### config.mk
export PLATFORM = sky130hd
export DESIGN_NAME = ils_top
export DESIGN_NICKNAME = d
export VERILOG_FILES = /design/src/hw/ils_pkg.sv /design/src/hw/ils_arb.sv /design/src/hw/ils_top.sv
export VERILOG_INCLUDE_DIRS = /design/src /design/src/hw
export SDC_FILE = /design/constraint.sdc
export NUM_CORES = 1
export LEC_CHECK = 0
export BUFFER_PORTS_ARGS = -buffer_cell sky130_fd_sc_hd__buf_2
export CORE_MARGIN = 2
export CORE_UTILIZATION = 55
export CTS_CLUSTER_DIAMETER = 100
export CTS_CLUSTER_SIZE = 20
export DETAILED_ROUTE_END_ITERATION = 8
export PLACE_DENSITY_LB_ADDON = 0.25
export SKIP_LAST_GASP = 1
export SLEW_MARGIN = 15
export SYNTH_ARGS = -nofsm -noshare
export SYNTH_HDL_FRONTEND = slang
export SYNTH_SLANG_ARGS = --single-unit
### constraint.sdc
create_clock -name mclk -period 28.6 [get_ports mclk]
set_input_delay 5.72 -clock mclk [delete_from_list [all_inputs] [get_ports mclk]]
set_output_delay 5.72 -clock mclk [all_outputs]
set_load 0.005 [all_outputs]
### src/hw/ils_regs.svh
// offsets, field positions, masks and reset values of the level select bank
`ifndef ILS_REGS_SVH
`define ILS_REGS_SVH

// ----------------------------------------------------------------------
// addresses
// ----------------------------------------------------------------------
`define ILS_ADDR_A 16'hF03A
`define ILS_ADDR_B 16'hF03C
`define ILS_ADDR_C 16'hF03E

// ----------------------------------------------------------------------
// reset value, level codes, masks
// ----------------------------------------------------------------------
`define ILS_RESET 16'h0000
`define ILS_LVL1 2'h0
`define ILS_LVL4 2'h3
`define ILS_RSV_A 16'h000C
`define ILS_RSV_B 16'h00C0
`define ILS_SER2X_C 16'h000F
`define ILS_SER2X_MIN_PINS 80

// ----------------------------------------------------------------------
// field low bit positions
// ----------------------------------------------------------------------
`define ILS_A_TIMER1 14
`define ILS_A_TIMER0 12
`define ILS_A_FUNCTIMER1 10
`define ILS_A_FUNCTIMER0 8
`define ILS_A_TWOWIRE_MASTER1 6
`define ILS_A_TWOWIRE_MASTER0 4
`define ILS_A_EXPANDED_EXT 0
`define ILS_B_TIMER3 14
`define ILS_B_TIMER2 12
`define ILS_B_FUNCTIMER3 10
`define ILS_B_FUNCTIMER2 8
`define ILS_B_SERIAL11 4
`define ILS_B_SERIAL10 2
`define ILS_B_TWOWIRE_UNIT0 0
`define ILS_C_TIMER5 14
`define ILS_C_TIMER4 12
`define ILS_C_FUNCTIMER5 10
`define ILS_C_FUNCTIMER4 8
`define ILS_C_COMPARATOR1 6
`define ILS_C_COMPARATOR0 4
`define ILS_C_SERIAL21 2
`define ILS_C_SERIAL20 0

`endif

### src/hw/ils_pkg.sv
// types shared by the level select bank
package ils_pkg;
	typedef logic [1:0] ils_lvl_t;
	typedef enum logic [1:0] {ILS_SEL_NONE, ILS_SEL_A, ILS_SEL_B,
		ILS_SEL_C} ils_sel_t;
	typedef enum logic [1:0] {ILS_LANE_LO, ILS_LANE_HI,
		ILS_LANE_WORD} ils_lane_t;
	typedef struct packed {
		ils_sel_t sel;
		ils_lane_t lane;
	} ils_dec_t;
endpackage

### src/hw/ils_arb.sv
// level then fixed priority selection among pending sources
`timescale 1ns/1ps
`include "ils_regs.svh"
module ils_arb import ils_pkg::*; #(
	parameter int N = 24,
	parameter int IW = 5
) (
	input wire logic mclk, // system clock
	input wire logic nrst, // async reset, active low
	input wire logic [N-1:0] pend, // pending sources
	input wire logic [2*N-1:0] lvls, // level field per source
	input wire logic lvl_en, // level control switched on
	output logic grant_vld_q, // a source is selected
	output logic [IW-1:0] grant_id_q, // selected source index
	output ils_lvl_t grant_lvl_q // level of the selected source
);

	logic best_v;
	logic [IW-1:0] best_i;
	ils_lvl_t best_l;

	// ------------------------------------------------------------------
	// search: higher code wins, lower index wins a tie
	// ------------------------------------------------------------------
	always_comb begin
		ils_lvl_t l;
		l = `ILS_LVL1;
		best_v = 1'b0;
		best_i = '0;
		best_l = `ILS_LVL1;
		for (int i = N - 1; i >= 0; i--) begin
			l = lvl_en ? lvls[2*i +: 2] : `ILS_LVL1;
			if (pend[i] && (!best_v || l >= best_l)) begin
				best_v = 1'b1;
				best_i = IW'(i);
				best_l = l;
			end
		end
	end

	always_ff @(posedge mclk or negedge nrst) begin
		if (!nrst) begin
			grant_vld_q <= 1'b0;
			grant_id_q <= '0;
			grant_lvl_q <= `ILS_LVL1;
		end else begin
			grant_vld_q <= best_v;
			grant_id_q <= best_i;
			grant_lvl_q <= best_l;
		end
	end

	// ------------------------------------------------------------------
	// checks
	// ------------------------------------------------------------------
	logic [N-1:0] pend_h_q;
	logic [2*N-1:0] lvls_h_q;
	logic en_h_q;
	logic beat;

	always_ff @(posedge mclk or negedge nrst) begin
		if (!nrst) begin
			pend_h_q <= '0;
			lvls_h_q <= '0;
			en_h_q <= 1'b0;
		end else begin
			pend_h_q <= pend;
			lvls_h_q <= lvls;
			en_h_q <= lvl_en;
		end
	end

	// a pending source that should have won over the grant
	always_comb begin
		ils_lvl_t lj;
		lj = `ILS_LVL1;
		beat = 1'b0;
		for (int j = 0; j < N; j++) begin
			lj = en_h_q ? lvls_h_q[2*j +: 2] : `ILS_LVL1;
			if (pend_h_q[j] && (lj > grant_lvl_q ||
				(lj == grant_lvl_q && IW'(j) < grant_id_q)))
				beat = 1'b1;
		end
	end
endmodule // ils_arb

### src/hw/ils_top.sv
// three interrupt level select registers with their level arbiter
`timescale 1ns/1ps
`include "ils_regs.svh"
module ils_top import ils_pkg::*; #(
	parameter int PIN_COUNT = 100
) (
	input wire logic mclk, // system clock, 100 MHz
	input wire logic nrst, // async reset, active low
	input wire logic [15:0] addr, // byte address
	input wire logic [15:0] wdata, // write data, bytes in [7:0]
	input wire logic wr, // write strobe
	input wire logic rd, // read strobe
	input wire logic word, // 1 word access, 0 byte access
	output logic [15:0] rdata_q, // read data, cycle after rd
	input wire logic level_ctrl_on, // level control enable bit
	input wire logic [23:0] irq_pend, // pending source per field slot
	output logic [47:0] lvl_all, // all level fields, c:b:a
	output logic grant_vld, // a source is selected
	output logic [4:0] grant_id, // selected slot index
	output ils_lvl_t grant_lvl // level of the selected slot
);

	// ------------------------------------------------------------------
	// write masks
	// ------------------------------------------------------------------
	localparam logic SER2X_OK = (PIN_COUNT >= `ILS_SER2X_MIN_PINS);
	localparam logic [15:0] WMASK_A = ~`ILS_RSV_A;
	localparam logic [15:0] WMASK_B = ~`ILS_RSV_B;
	// serial20/21 fields behave as absent on small variants
	localparam logic [15:0] WMASK_C =
		SER2X_OK ? 16'hFFFF : ~`ILS_SER2X_C;

	logic [15:0] lvl_q [0:2];
	ils_dec_t dw;
	ils_dec_t dr;
	logic wr_hit;
	logic [1:0] wr_idx;
	logic [15:0] lane_m;
	logic [15:0] lane_d;
	logic [15:0] wm;
	logic [23:0] slot_ok;

	// ------------------------------------------------------------------
	// address decode
	// ------------------------------------------------------------------
	function automatic ils_dec_t decode(input logic [15:0] a,
		input logic w);
		ils_dec_t d;
		d.sel = ILS_SEL_NONE;
		d.lane = w ? ILS_LANE_WORD : (a[0] ? ILS_LANE_HI : ILS_LANE_LO);
		case ({a[15:1], 1'b0})
			`ILS_ADDR_A: d.sel = ILS_SEL_A;
			`ILS_ADDR_B: d.sel = ILS_SEL_B;
			`ILS_ADDR_C: d.sel = ILS_SEL_C;
			default: d.sel = ILS_SEL_NONE;
		endcase
		// a word access must be even
		if (w && a[0])
			d.sel = ILS_SEL_NONE;
		return d;
	endfunction

	function automatic logic [1:0] sel_idx(input ils_sel_t s);
		case (s)
			ILS_SEL_B: return 2'h1;
			ILS_SEL_C: return 2'h2;
			default: return 2'h0;
		endcase
	endfunction

	function automatic logic [15:0] wmask_of(input logic [1:0] i);
		case (i)
			2'h1: return WMASK_B;
			2'h2: return WMASK_C;
			default: return WMASK_A;
		endcase
	endfunction

	assign dw = decode(addr, word);
	assign dr = decode(addr, word);

	// ------------------------------------------------------------------
	// write path
	// ------------------------------------------------------------------
	always_comb begin
		wr_hit = wr && (dw.sel != ILS_SEL_NONE);
		wr_idx = sel_idx(dw.sel);
		case (dw.lane)
			ILS_LANE_WORD: begin
				lane_m = 16'hFFFF;
				lane_d = wdata;
			end
			ILS_LANE_HI: begin
				lane_m = 16'hFF00;
				lane_d = {wdata[7:0], 8'h00};
			end
			default: begin
				lane_m = 16'h00FF;
				lane_d = {8'h00, wdata[7:0]};
			end
		endcase
		wm = lane_m & wmask_of(wr_idx);
	end

	always_ff @(posedge mclk or negedge nrst) begin
		if (!nrst) begin
			lvl_q[0] <= `ILS_RESET;
			lvl_q[1] <= `ILS_RESET;
			lvl_q[2] <= `ILS_RESET;
		end else if (wr_hit && level_ctrl_on) begin
			// reserved and absent bits keep their zero
			lvl_q[wr_idx] <= (lvl_q[wr_idx] & ~wm) | (lane_d & wm);
		end
	end

	// ------------------------------------------------------------------
	// read path
	// ------------------------------------------------------------------
	always_ff @(posedge mclk or negedge nrst) begin
		if (!nrst) begin
			rdata_q <= 16'h0000;
		end else if (rd && dr.sel != ILS_SEL_NONE) begin
			case (dr.lane)
				ILS_LANE_WORD: rdata_q <= lvl_q[sel_idx(dr.sel)];
				ILS_LANE_HI: rdata_q <= {8'h00,
					lvl_q[sel_idx(dr.sel)][15:8]};
				default: rdata_q <= {8'h00, lvl_q[sel_idx(dr.sel)][7:0]};
			endcase
		end else begin
			rdata_q <= 16'h0000;
		end
	end

	// ------------------------------------------------------------------
	// level fields and arbitration
	// ------------------------------------------------------------------
	// slot i is field [2i+1:2i] of a (0-7), b (8-15), c (16-23)
	assign lvl_all = {lvl_q[2], lvl_q[1], lvl_q[0]};

	// slots with no writable field never compete
	always_comb begin
		logic [47:0] m;
		m = {WMASK_C, WMASK_B, WMASK_A};
		for (int i = 0; i < 24; i++)
			slot_ok[i] = |m[2*i +: 2];
	end

	ils_arb #(
		.N(24),
		.IW(5)
	) u_arb (
		.mclk(mclk),
		.nrst(nrst),
		.pend(irq_pend & slot_ok),
		.lvls(lvl_all),
		.lvl_en(level_ctrl_on),
		.grant_vld_q(grant_vld),
		.grant_id_q(grant_id),
		.grant_lvl_q(grant_lvl)
	);
endmodule // ils_top
==> run metrics, run 1 <==
status complete, but fails checks; failing checks negative setup slack; r2r startpoint lvl_all[46]$_DFFE_PN0P_; share of cells above drive strength 1 between 40 and 50%; Final WS setup -1340 ps; filler instances slightly below 600; fmax around 0.033 GHz; Logic pwr share around 48%; CTS tree yes; die area about 0.011 sq mm; PD cells 41.0 mW/mm^2; DRT Wirelength between 20 and 25 mm; switching power 0.000126 W; final clock skew 12.4 ps; Netlist Area Pre-Place between 0.005 and 0.006 sq mm; worst skew pair latency between 300 and 400 ps; worst-margin pin slew between 900 and 1000 ps; port bufs 131; FP Rows 37; CTS Buf Count 9; Max Cap Viol 0; main combinational cell family by area after synthesis compound AO/OA/AOI/OAI gates; crit start category input pin; number of cells on the worst reg-to-reg path 133; synth warn 0; Final Cycle Share 105%; post-synth net total 837; maximum vdd drop 0.0284 mV; post-synth top area share a little under a third; fin crit period 29,940 ps; CTS Sinks 72; sequential power share 29.8%; mux cell area share after synthesis 3.13%; most common cell after layout, fill and taps aside buf_4; I/O Pins between 100 and 150; Placer Congestion approximately 0.98; fin cells 1,125; Synth Area in Compound Gates 26.3%; initial DRC count around 940; CP max-delay cell or3b_4; DP HPWL 14.2 mm; pre-CTS setup slack -1320 ps; GRT Resource Usage Total 37.0%; CTS Buffer Depth 2; clk slew on worst S/H paths roughly 80 ps; antenna viol nets, final 0; class of the worst hold path reg2reg; final instance area 0.00850 sq mm; Async SR Flop Fraction between 90% and 100%; RSZ-0062 raised after global routing yes; core area 0.0102 sq mm; post-synth top area cell dfrtp_1; gr ovfl total 0; sequential fraction of the synthesis area 31.6%; initial antenna violation count 0; Root Driver clkbuf_8; Initial Utilization a little under three fifths; H-tree levels 3; R2R Setup Slk between 3000 and 4000 ps; Die W 106 microns; hold depth 0; Post-Synth XOR/XNOR Area 0%; crit-path most repeated cell ha_1; Area growth syn-to-layout 48.9%; Slew HR 35.8%; largest net degree at the start of global routing 73; Post-synth EDFFs 0; # diodes 0; Vias between 7,000 and 8,000; clock group share of total power between 20% and 30%; Worst Path Required between 20,000 and 30,000 ps; first-pass GRT wire length roughly 33 mm; crit end category register; final slew viol count 0; Final Hold Vio Count 0; Placed Cells around 1,000; Synth Instances approximately 730; Setup violations, final 7; Avg Cell Area, Syn roughly 8 sq um; critical path fanouts, max 6; WS Path Type in2reg; footprint of the multi-input gates between 0.004 and 0.005 sq mm; Post-Synth Adder-Cell Area slightly above 9%; # hold bufs at CTS 0; P_int approximately 0.00022 W; Yosys cell types 73; height of the die 106 microns; DR WL/cell between 20 and 25 microns; Worst Hold Launch lvl_all[22]$_DFFE_PN0P_; total power around 0.00035 W; hold endpoint lvl_all[22]$_DFFE_PN0P_; largest cells by area after synthesis dfrtp_1, ha_1, nand2_1, o21ai_0, a21oi_1; hold slack 407 ps; most frequent cells in the layout buf_4, buf_2, nand2_1; NumNets Final 1,088; DRT Pass-1 Iters 6; number of global-route vias before repair approximately 6,600; leakage 4.12 nW; r2r endpoint u_arb.grant_id_q[3]$_DFF_PN0_; placed inst area between 0.007 and 0.008 sq mm; post-synthesis simple-gate area fraction around 26%; Critical Path AT about 30,000 ps; CP peak stage delay 400 ps; Reg area roughly 0.0018 sq mm; Main synth FF type dfrtp_1; via density per instance ~6.5; Net Sw Frac 36.3%; drc violations 0; Seq cells post-synth 72
[metal layers]
layer | routed length (microns) | GRT usage (%)
met3 | 2660 | 6.56
met1 | 8660 | 44.9
met5 | 0 | 0
met4 | 1810 | 19.5
met2 | 11800 | 62.5
[cells in the mapped netlist (4+ instances only)]
master / count
a21oi_1: 65
nand2_1: 122
nor2_1: 50
o211ai_1: 4
and3_1: 5
a211oi_1: 4
a21o_1: 12
dfrtp_1: 72
nand2b_1: 35
nor2b_1: 9
a22oi_1: 4
a31oi_1: 10
clkbuf_1: 31
or2_2: 4
and2_1: 19
nand3_1: 28
mux2i_1: 13
inv_1: 24
o21ai_0: 79
o21a_1: 10
ha_1: 42
o31ai_1: 4
nor3_1: 9
[timing repair]
| action | 4_1_cts | 5_1_grt |
|---|---|---|
| hold endpoints to repair | 0 | 0 |
| cloned | 0 | 0 |
| pin swaps | 36 | 91 |
| resized for setup | 49 | 113 |
| setup buffers | 37 | 28 |
| setup endpoints to repair | 7 | 7 |
[how the worst max path moves through the flow]
stage	endpoint	cells past startpoint	slack, ps	from
2_1_floorplan	u_arb.grant_id_q[2]$_DFF_PN0_	131	30	level_ctrl_on
3_5_place_dp	u_arb.grant_id_q[0]$_DFF_PN0_	134	-1320	level_ctrl_on
6_report	u_arb.grant_id_q[3]$_DFF_PN0_	134	-1340	irq_pend[23]
5_1_grt	u_arb.grant_id_q[3]$_DFF_PN0_	136	-1810	level_ctrl_on
3_3_place_gp	u_arb.grant_id_q[0]$_DFF_PN0_	133	-360	level_ctrl_on
4_1_cts	u_arb.grant_lvl_q[1]$_DFF_PN0_	135	6	level_ctrl_on
[power by group through the flow]
stage / logic [W] / clock network (W) / registers (W)
after floorplan: 0.0000547 / 0 / 0.000106
after global placement: 0.0000954 / 0 / 0.000106
after detailed placement: 0.0000999 / 0 / 0.000106
after CTS: 0.000119 / 0.0000754 / 0.000104
after global routing: 0.000174 / 0.0000804 / 0.000104
final: 0.000168 / 0.0000763 / 0.000104
[kinds of logic (layout without fill, tap and decap cells)]
kind of cell             after synthesis  in the layout
multiplexers                          17             17
AND/OR/NAND/NOR                      302            302
flip-flops                            72             72
buffers and inverters                 60            316
adder cells (fa/ha/maj)               42             42
AO/OA/AOI/OAI                        240            240
[through the flow]
stage,utilization (%),TNS [ps]
floorplan,-,0
global placement,69.1,-1990
detailed placement,69.1,-8820
CTS,75.6,0
global route,83.5,-12140
finish,83.5,-8810
[worst max-delay path, delay by kind of cell]
kind	cells	cell delay [ps]
mux	3	850
fa+ha+maj	21	5770
simple gates	38	5040
compound gates	62	11490
buf+inv	10	1300
[state kept, by name, indices dropped and copies added (netlist names)]
signal and count:
rdata_q 16, u_arb.grant_lvl_q 2, lvl_all 48, u_arb.grant_vld_q 1
u_arb.grant_id_q 5
[area by class of cell]
class | instances | share of cell area [%]
Timing Repair Buffer | 276 | 21.2
Clock buffer | 12 | 1.83
Tap cell | 136 | 2.00
Clock inverter | 4 | 0.339
Multi-Input combinational cell | 601 | 52.4
Sequential cell | 72 | 21.2
Inverter | 24 | 1.09
(Power assumes the default switching activity.)
==> run 2, diff against run 1 <==
--- a/config.mk
+++ b/config.mk
@@ -10,3 +10,3 @@
 export CORE_MARGIN = 2
-export CORE_UTILIZATION = 55
+export CORE_UTILIZATION = 50
 export CTS_CLUSTER_DIAMETER = 100
==> constraint.sdc (replaced) <==
create_clock -name mclk -period 24.5 [get_ports mclk]
set_input_delay 3.675 -clock mclk [delete_from_list [all_inputs] [get_ports mclk]]
set_output_delay 3.675 -clock mclk [all_outputs]
set_load 0.005 [all_outputs]
==> run 2 against run 1 <==
Compared with the run above: the run still ends with negative setup slack left; sequential power increased by 17%; clock power increased by 68%; final cell count increased by 6.5%; critical path type unchanged; highest routed layer unchanged.
==> run metrics, run 2 (synthesis gave the netlist of run 1 again) <==
status complete, but fails checks (unchanged); failing checks negative setup slack (unchanged); Worst Hold Launch lvl_all[3]$_DFFE_PN0P_ (was lvl_all[22]$_DFFE_PN0P_); # diodes 0 (unchanged); gr ovfl total 0 (unchanged); Critical Path AT 27,050 ps (was 30,220 ps); worst-margin pin slew 1090 ps (was 960 ps); fin crit period 26,840 ps; Final Cycle Share 110%; FP Rows 39 (was 37); hold depth 0 (unchanged); RSZ-0062 raised after global routing yes (unchanged); first-pass GRT wire length 36.2 mm (was 32.7 mm); die area 0.0123 sq mm (was 0.0112 sq mm); number of global-route vias before repair 7,199 (was 6,584); DP HPWL 15.2 mm (was 14.2 mm); Placer Congestion 0.898 (was 0.983); r2r startpoint lvl_all[44]$_DFFE_PN0P_ (was lvl_all[46]$_DFFE_PN0P_); antenna viol nets, final 0 (unchanged); critical path fanouts, max 6 (unchanged); hold slack 409 ps (was 407 ps); Max Cap Viol 0 (unchanged); CTS tree yes (unchanged); leakage 4.52 nW (was 4.12 nW); GRT Resource Usage Total 36.6% (was 37.0%); filler instances 658 (was 590); Initial Utilization 50.6% (was 56.0%); Largest register FFs 48 (unchanged); class of the worst hold path reg2reg (unchanged); CTS Buffer Depth 2 (unchanged); r2r endpoint u_arb.grant_lvl_q[1]$_DFF_PN0_ (was u_arb.grant_id_q[3]$_DFF_PN0_); R2R Setup Slk 590 ps (was 3650 ps); initial antenna violation count 0 (unchanged); hold endpoint lvl_all[3]$_DFFE_PN0P_ (was lvl_all[22]$_DFFE_PN0P_); Vias 7,307 (was 7,314); clk slew on worst S/H paths 70 ps (was 80 ps); port bufs 131 (unchanged); final clock skew 9.41 ps (was 12.4 ps); WS Path Type in2reg (unchanged); maximum vdd drop 0.0449 mV (was 0.0284 mV); DR WL/cell 21.1 microns (was 22.2 microns); # hold bufs at CTS 0 (unchanged); worst skew pair latency 340 ps (was 350 ps); initial DRC count 806 (was 942); most common cell after layout, fill and taps aside buf_4 (unchanged); largest net degree at the start of global routing 73 (unchanged); CP peak stage delay 400 ps (about the same); Slew HR 27.2% (was 35.8%); height of the die 111 microns (was 106 microns); NumNets Final 1,154 (was 1,088); fmax about 0.037 GHz; Die W 111 microns (was 106 microns); Final Util 82.5% (was 83.5%); Area growth syn-to-layout 62.9% (was 48.9%); crit-path most repeated cell ha_1 (unchanged); number of cells on the worst reg-to-reg path 134 (was 133); via density per instance 6.10 (was 6.50); Setup violations, final 7 (unchanged); crit start category input pin (unchanged); pre-CTS setup slack -2550 ps (was -1320 ps); PD cells 50.4 mW/mm^2 (was 41.0 mW/mm^2); crit end category register (unchanged); CP max-delay cell or3b_4 (unchanged); CTS Sinks 72 (unchanged); most frequent cells in the layout buf_4, buf_2, nand2_1 (unchanged); Final WS setup -2340 ps (was -1340 ps); final slew viol count 0 (unchanged); Final Hold Vio Count 0 (unchanged); DRT Pass-1 Iters 6 (unchanged); core area 0.0113 sq mm (was 0.0102 sq mm); drc violations 0 (unchanged); share of cells above drive strength 1 48.3% (was 43.9%); Root Driver clkbuf_16 (was clkbuf_8); CTS Buf Count 9 (unchanged); DRT Wirelength 25.3 mm (was 25.0 mm); Worst Path Required 24,710 ps (was 28,880 ps); H-tree levels 3 (unchanged); I/O Pins 134 (unchanged)
==> run 2: cell type report <==
cell class | count | area [sq um] | share of cell area [%]
inverter | 24 | 90.1 | 0.969
sequential | 72 | 1800 | 19.4
clock buffer | 11 | 243 | 2.61
multi-input combinational | 601 | 4630 | 49.8
tap | 143 | 179 | 1.92
timing repair buffer | 342 | 2320 | 24.9
clock inverter | 5 | 38.8 | 0.417
==> run 2: repair_timing <==
action | CTS | global route
setup buffers | 98 | 25
pin swaps | 67 | 72
gates resized for setup | 67 | 68
endpoints found under the setup margin | 7 | 7
==> run 2: how the worst max path moves through the flow <==
stage / slack, ps / cells past startpoint / from / end
after floorplan: -1330 / 132 / level_ctrl_on / u_arb.grant_id_q[0]$_DFF_PN0_
after global placement: -1970 / 134 / level_ctrl_on / u_arb.grant_id_q[4]$_DFF_PN0_
after detailed placement: -2550 / 134 / level_ctrl_on / u_arb.grant_id_q[4]$_DFF_PN0_
after CTS: -1620 / 135 / level_ctrl_on / u_arb.grant_id_q[4]$_DFF_PN0_
after global routing: -3110 / 137 / level_ctrl_on / u_arb.grant_lvl_q[1]$_DFF_PN0_
final: -2340 / 136 / level_ctrl_on / u_arb.grant_lvl_q[1]$_DFF_PN0_
==> run 2: stage by stage <==
step	TNS (ps)	std cells	total power (W)	area (sq um)
2_1_floorplan	-8560	733	0.000200	6050
3_3_place_gp	-13300	1064	0.000250	7400
3_5_place_dp	-17240	1064	0.000254	7400
4_1_cts	-10820	1178	0.000427	8760
5_1_grt	-21340	1198	0.000485	9300
6_report	-15960	1198	0.000469	9300
==> run 2: power breakdown <==
part	internal, W	switching [W]
combinational	0.000116	0.000104
clock	0.0000722	0.0000556
sequential	0.000121	0.000000881
total	0.000309	0.000160
==> run 2: layer usage <==
metal  vias to the layer above  global-route usage, %  part of all wire, %
li1                       3268                      -                    -
met2                       463                   61.8                   48
met1                      3446                   45.8                   39
met3                       130                   5.08                  6.9
met5                         -                      0                    0
met4                         0                   18.6                  6.3
==> run 2: worst max-delay path, delay by kind of cell <==
| family | cells | cell delay [ps] |
|---|---|---|
| multiplexers | 2 | 640 |
| adder cells (fa/ha/maj) | 21 | 5190 |
| AO/OA/AOI/OAI | 65 | 11250 |
| AND/OR/NAND/NOR | 34 | 4620 |
| buffers and inverters | 14 | 1660 |
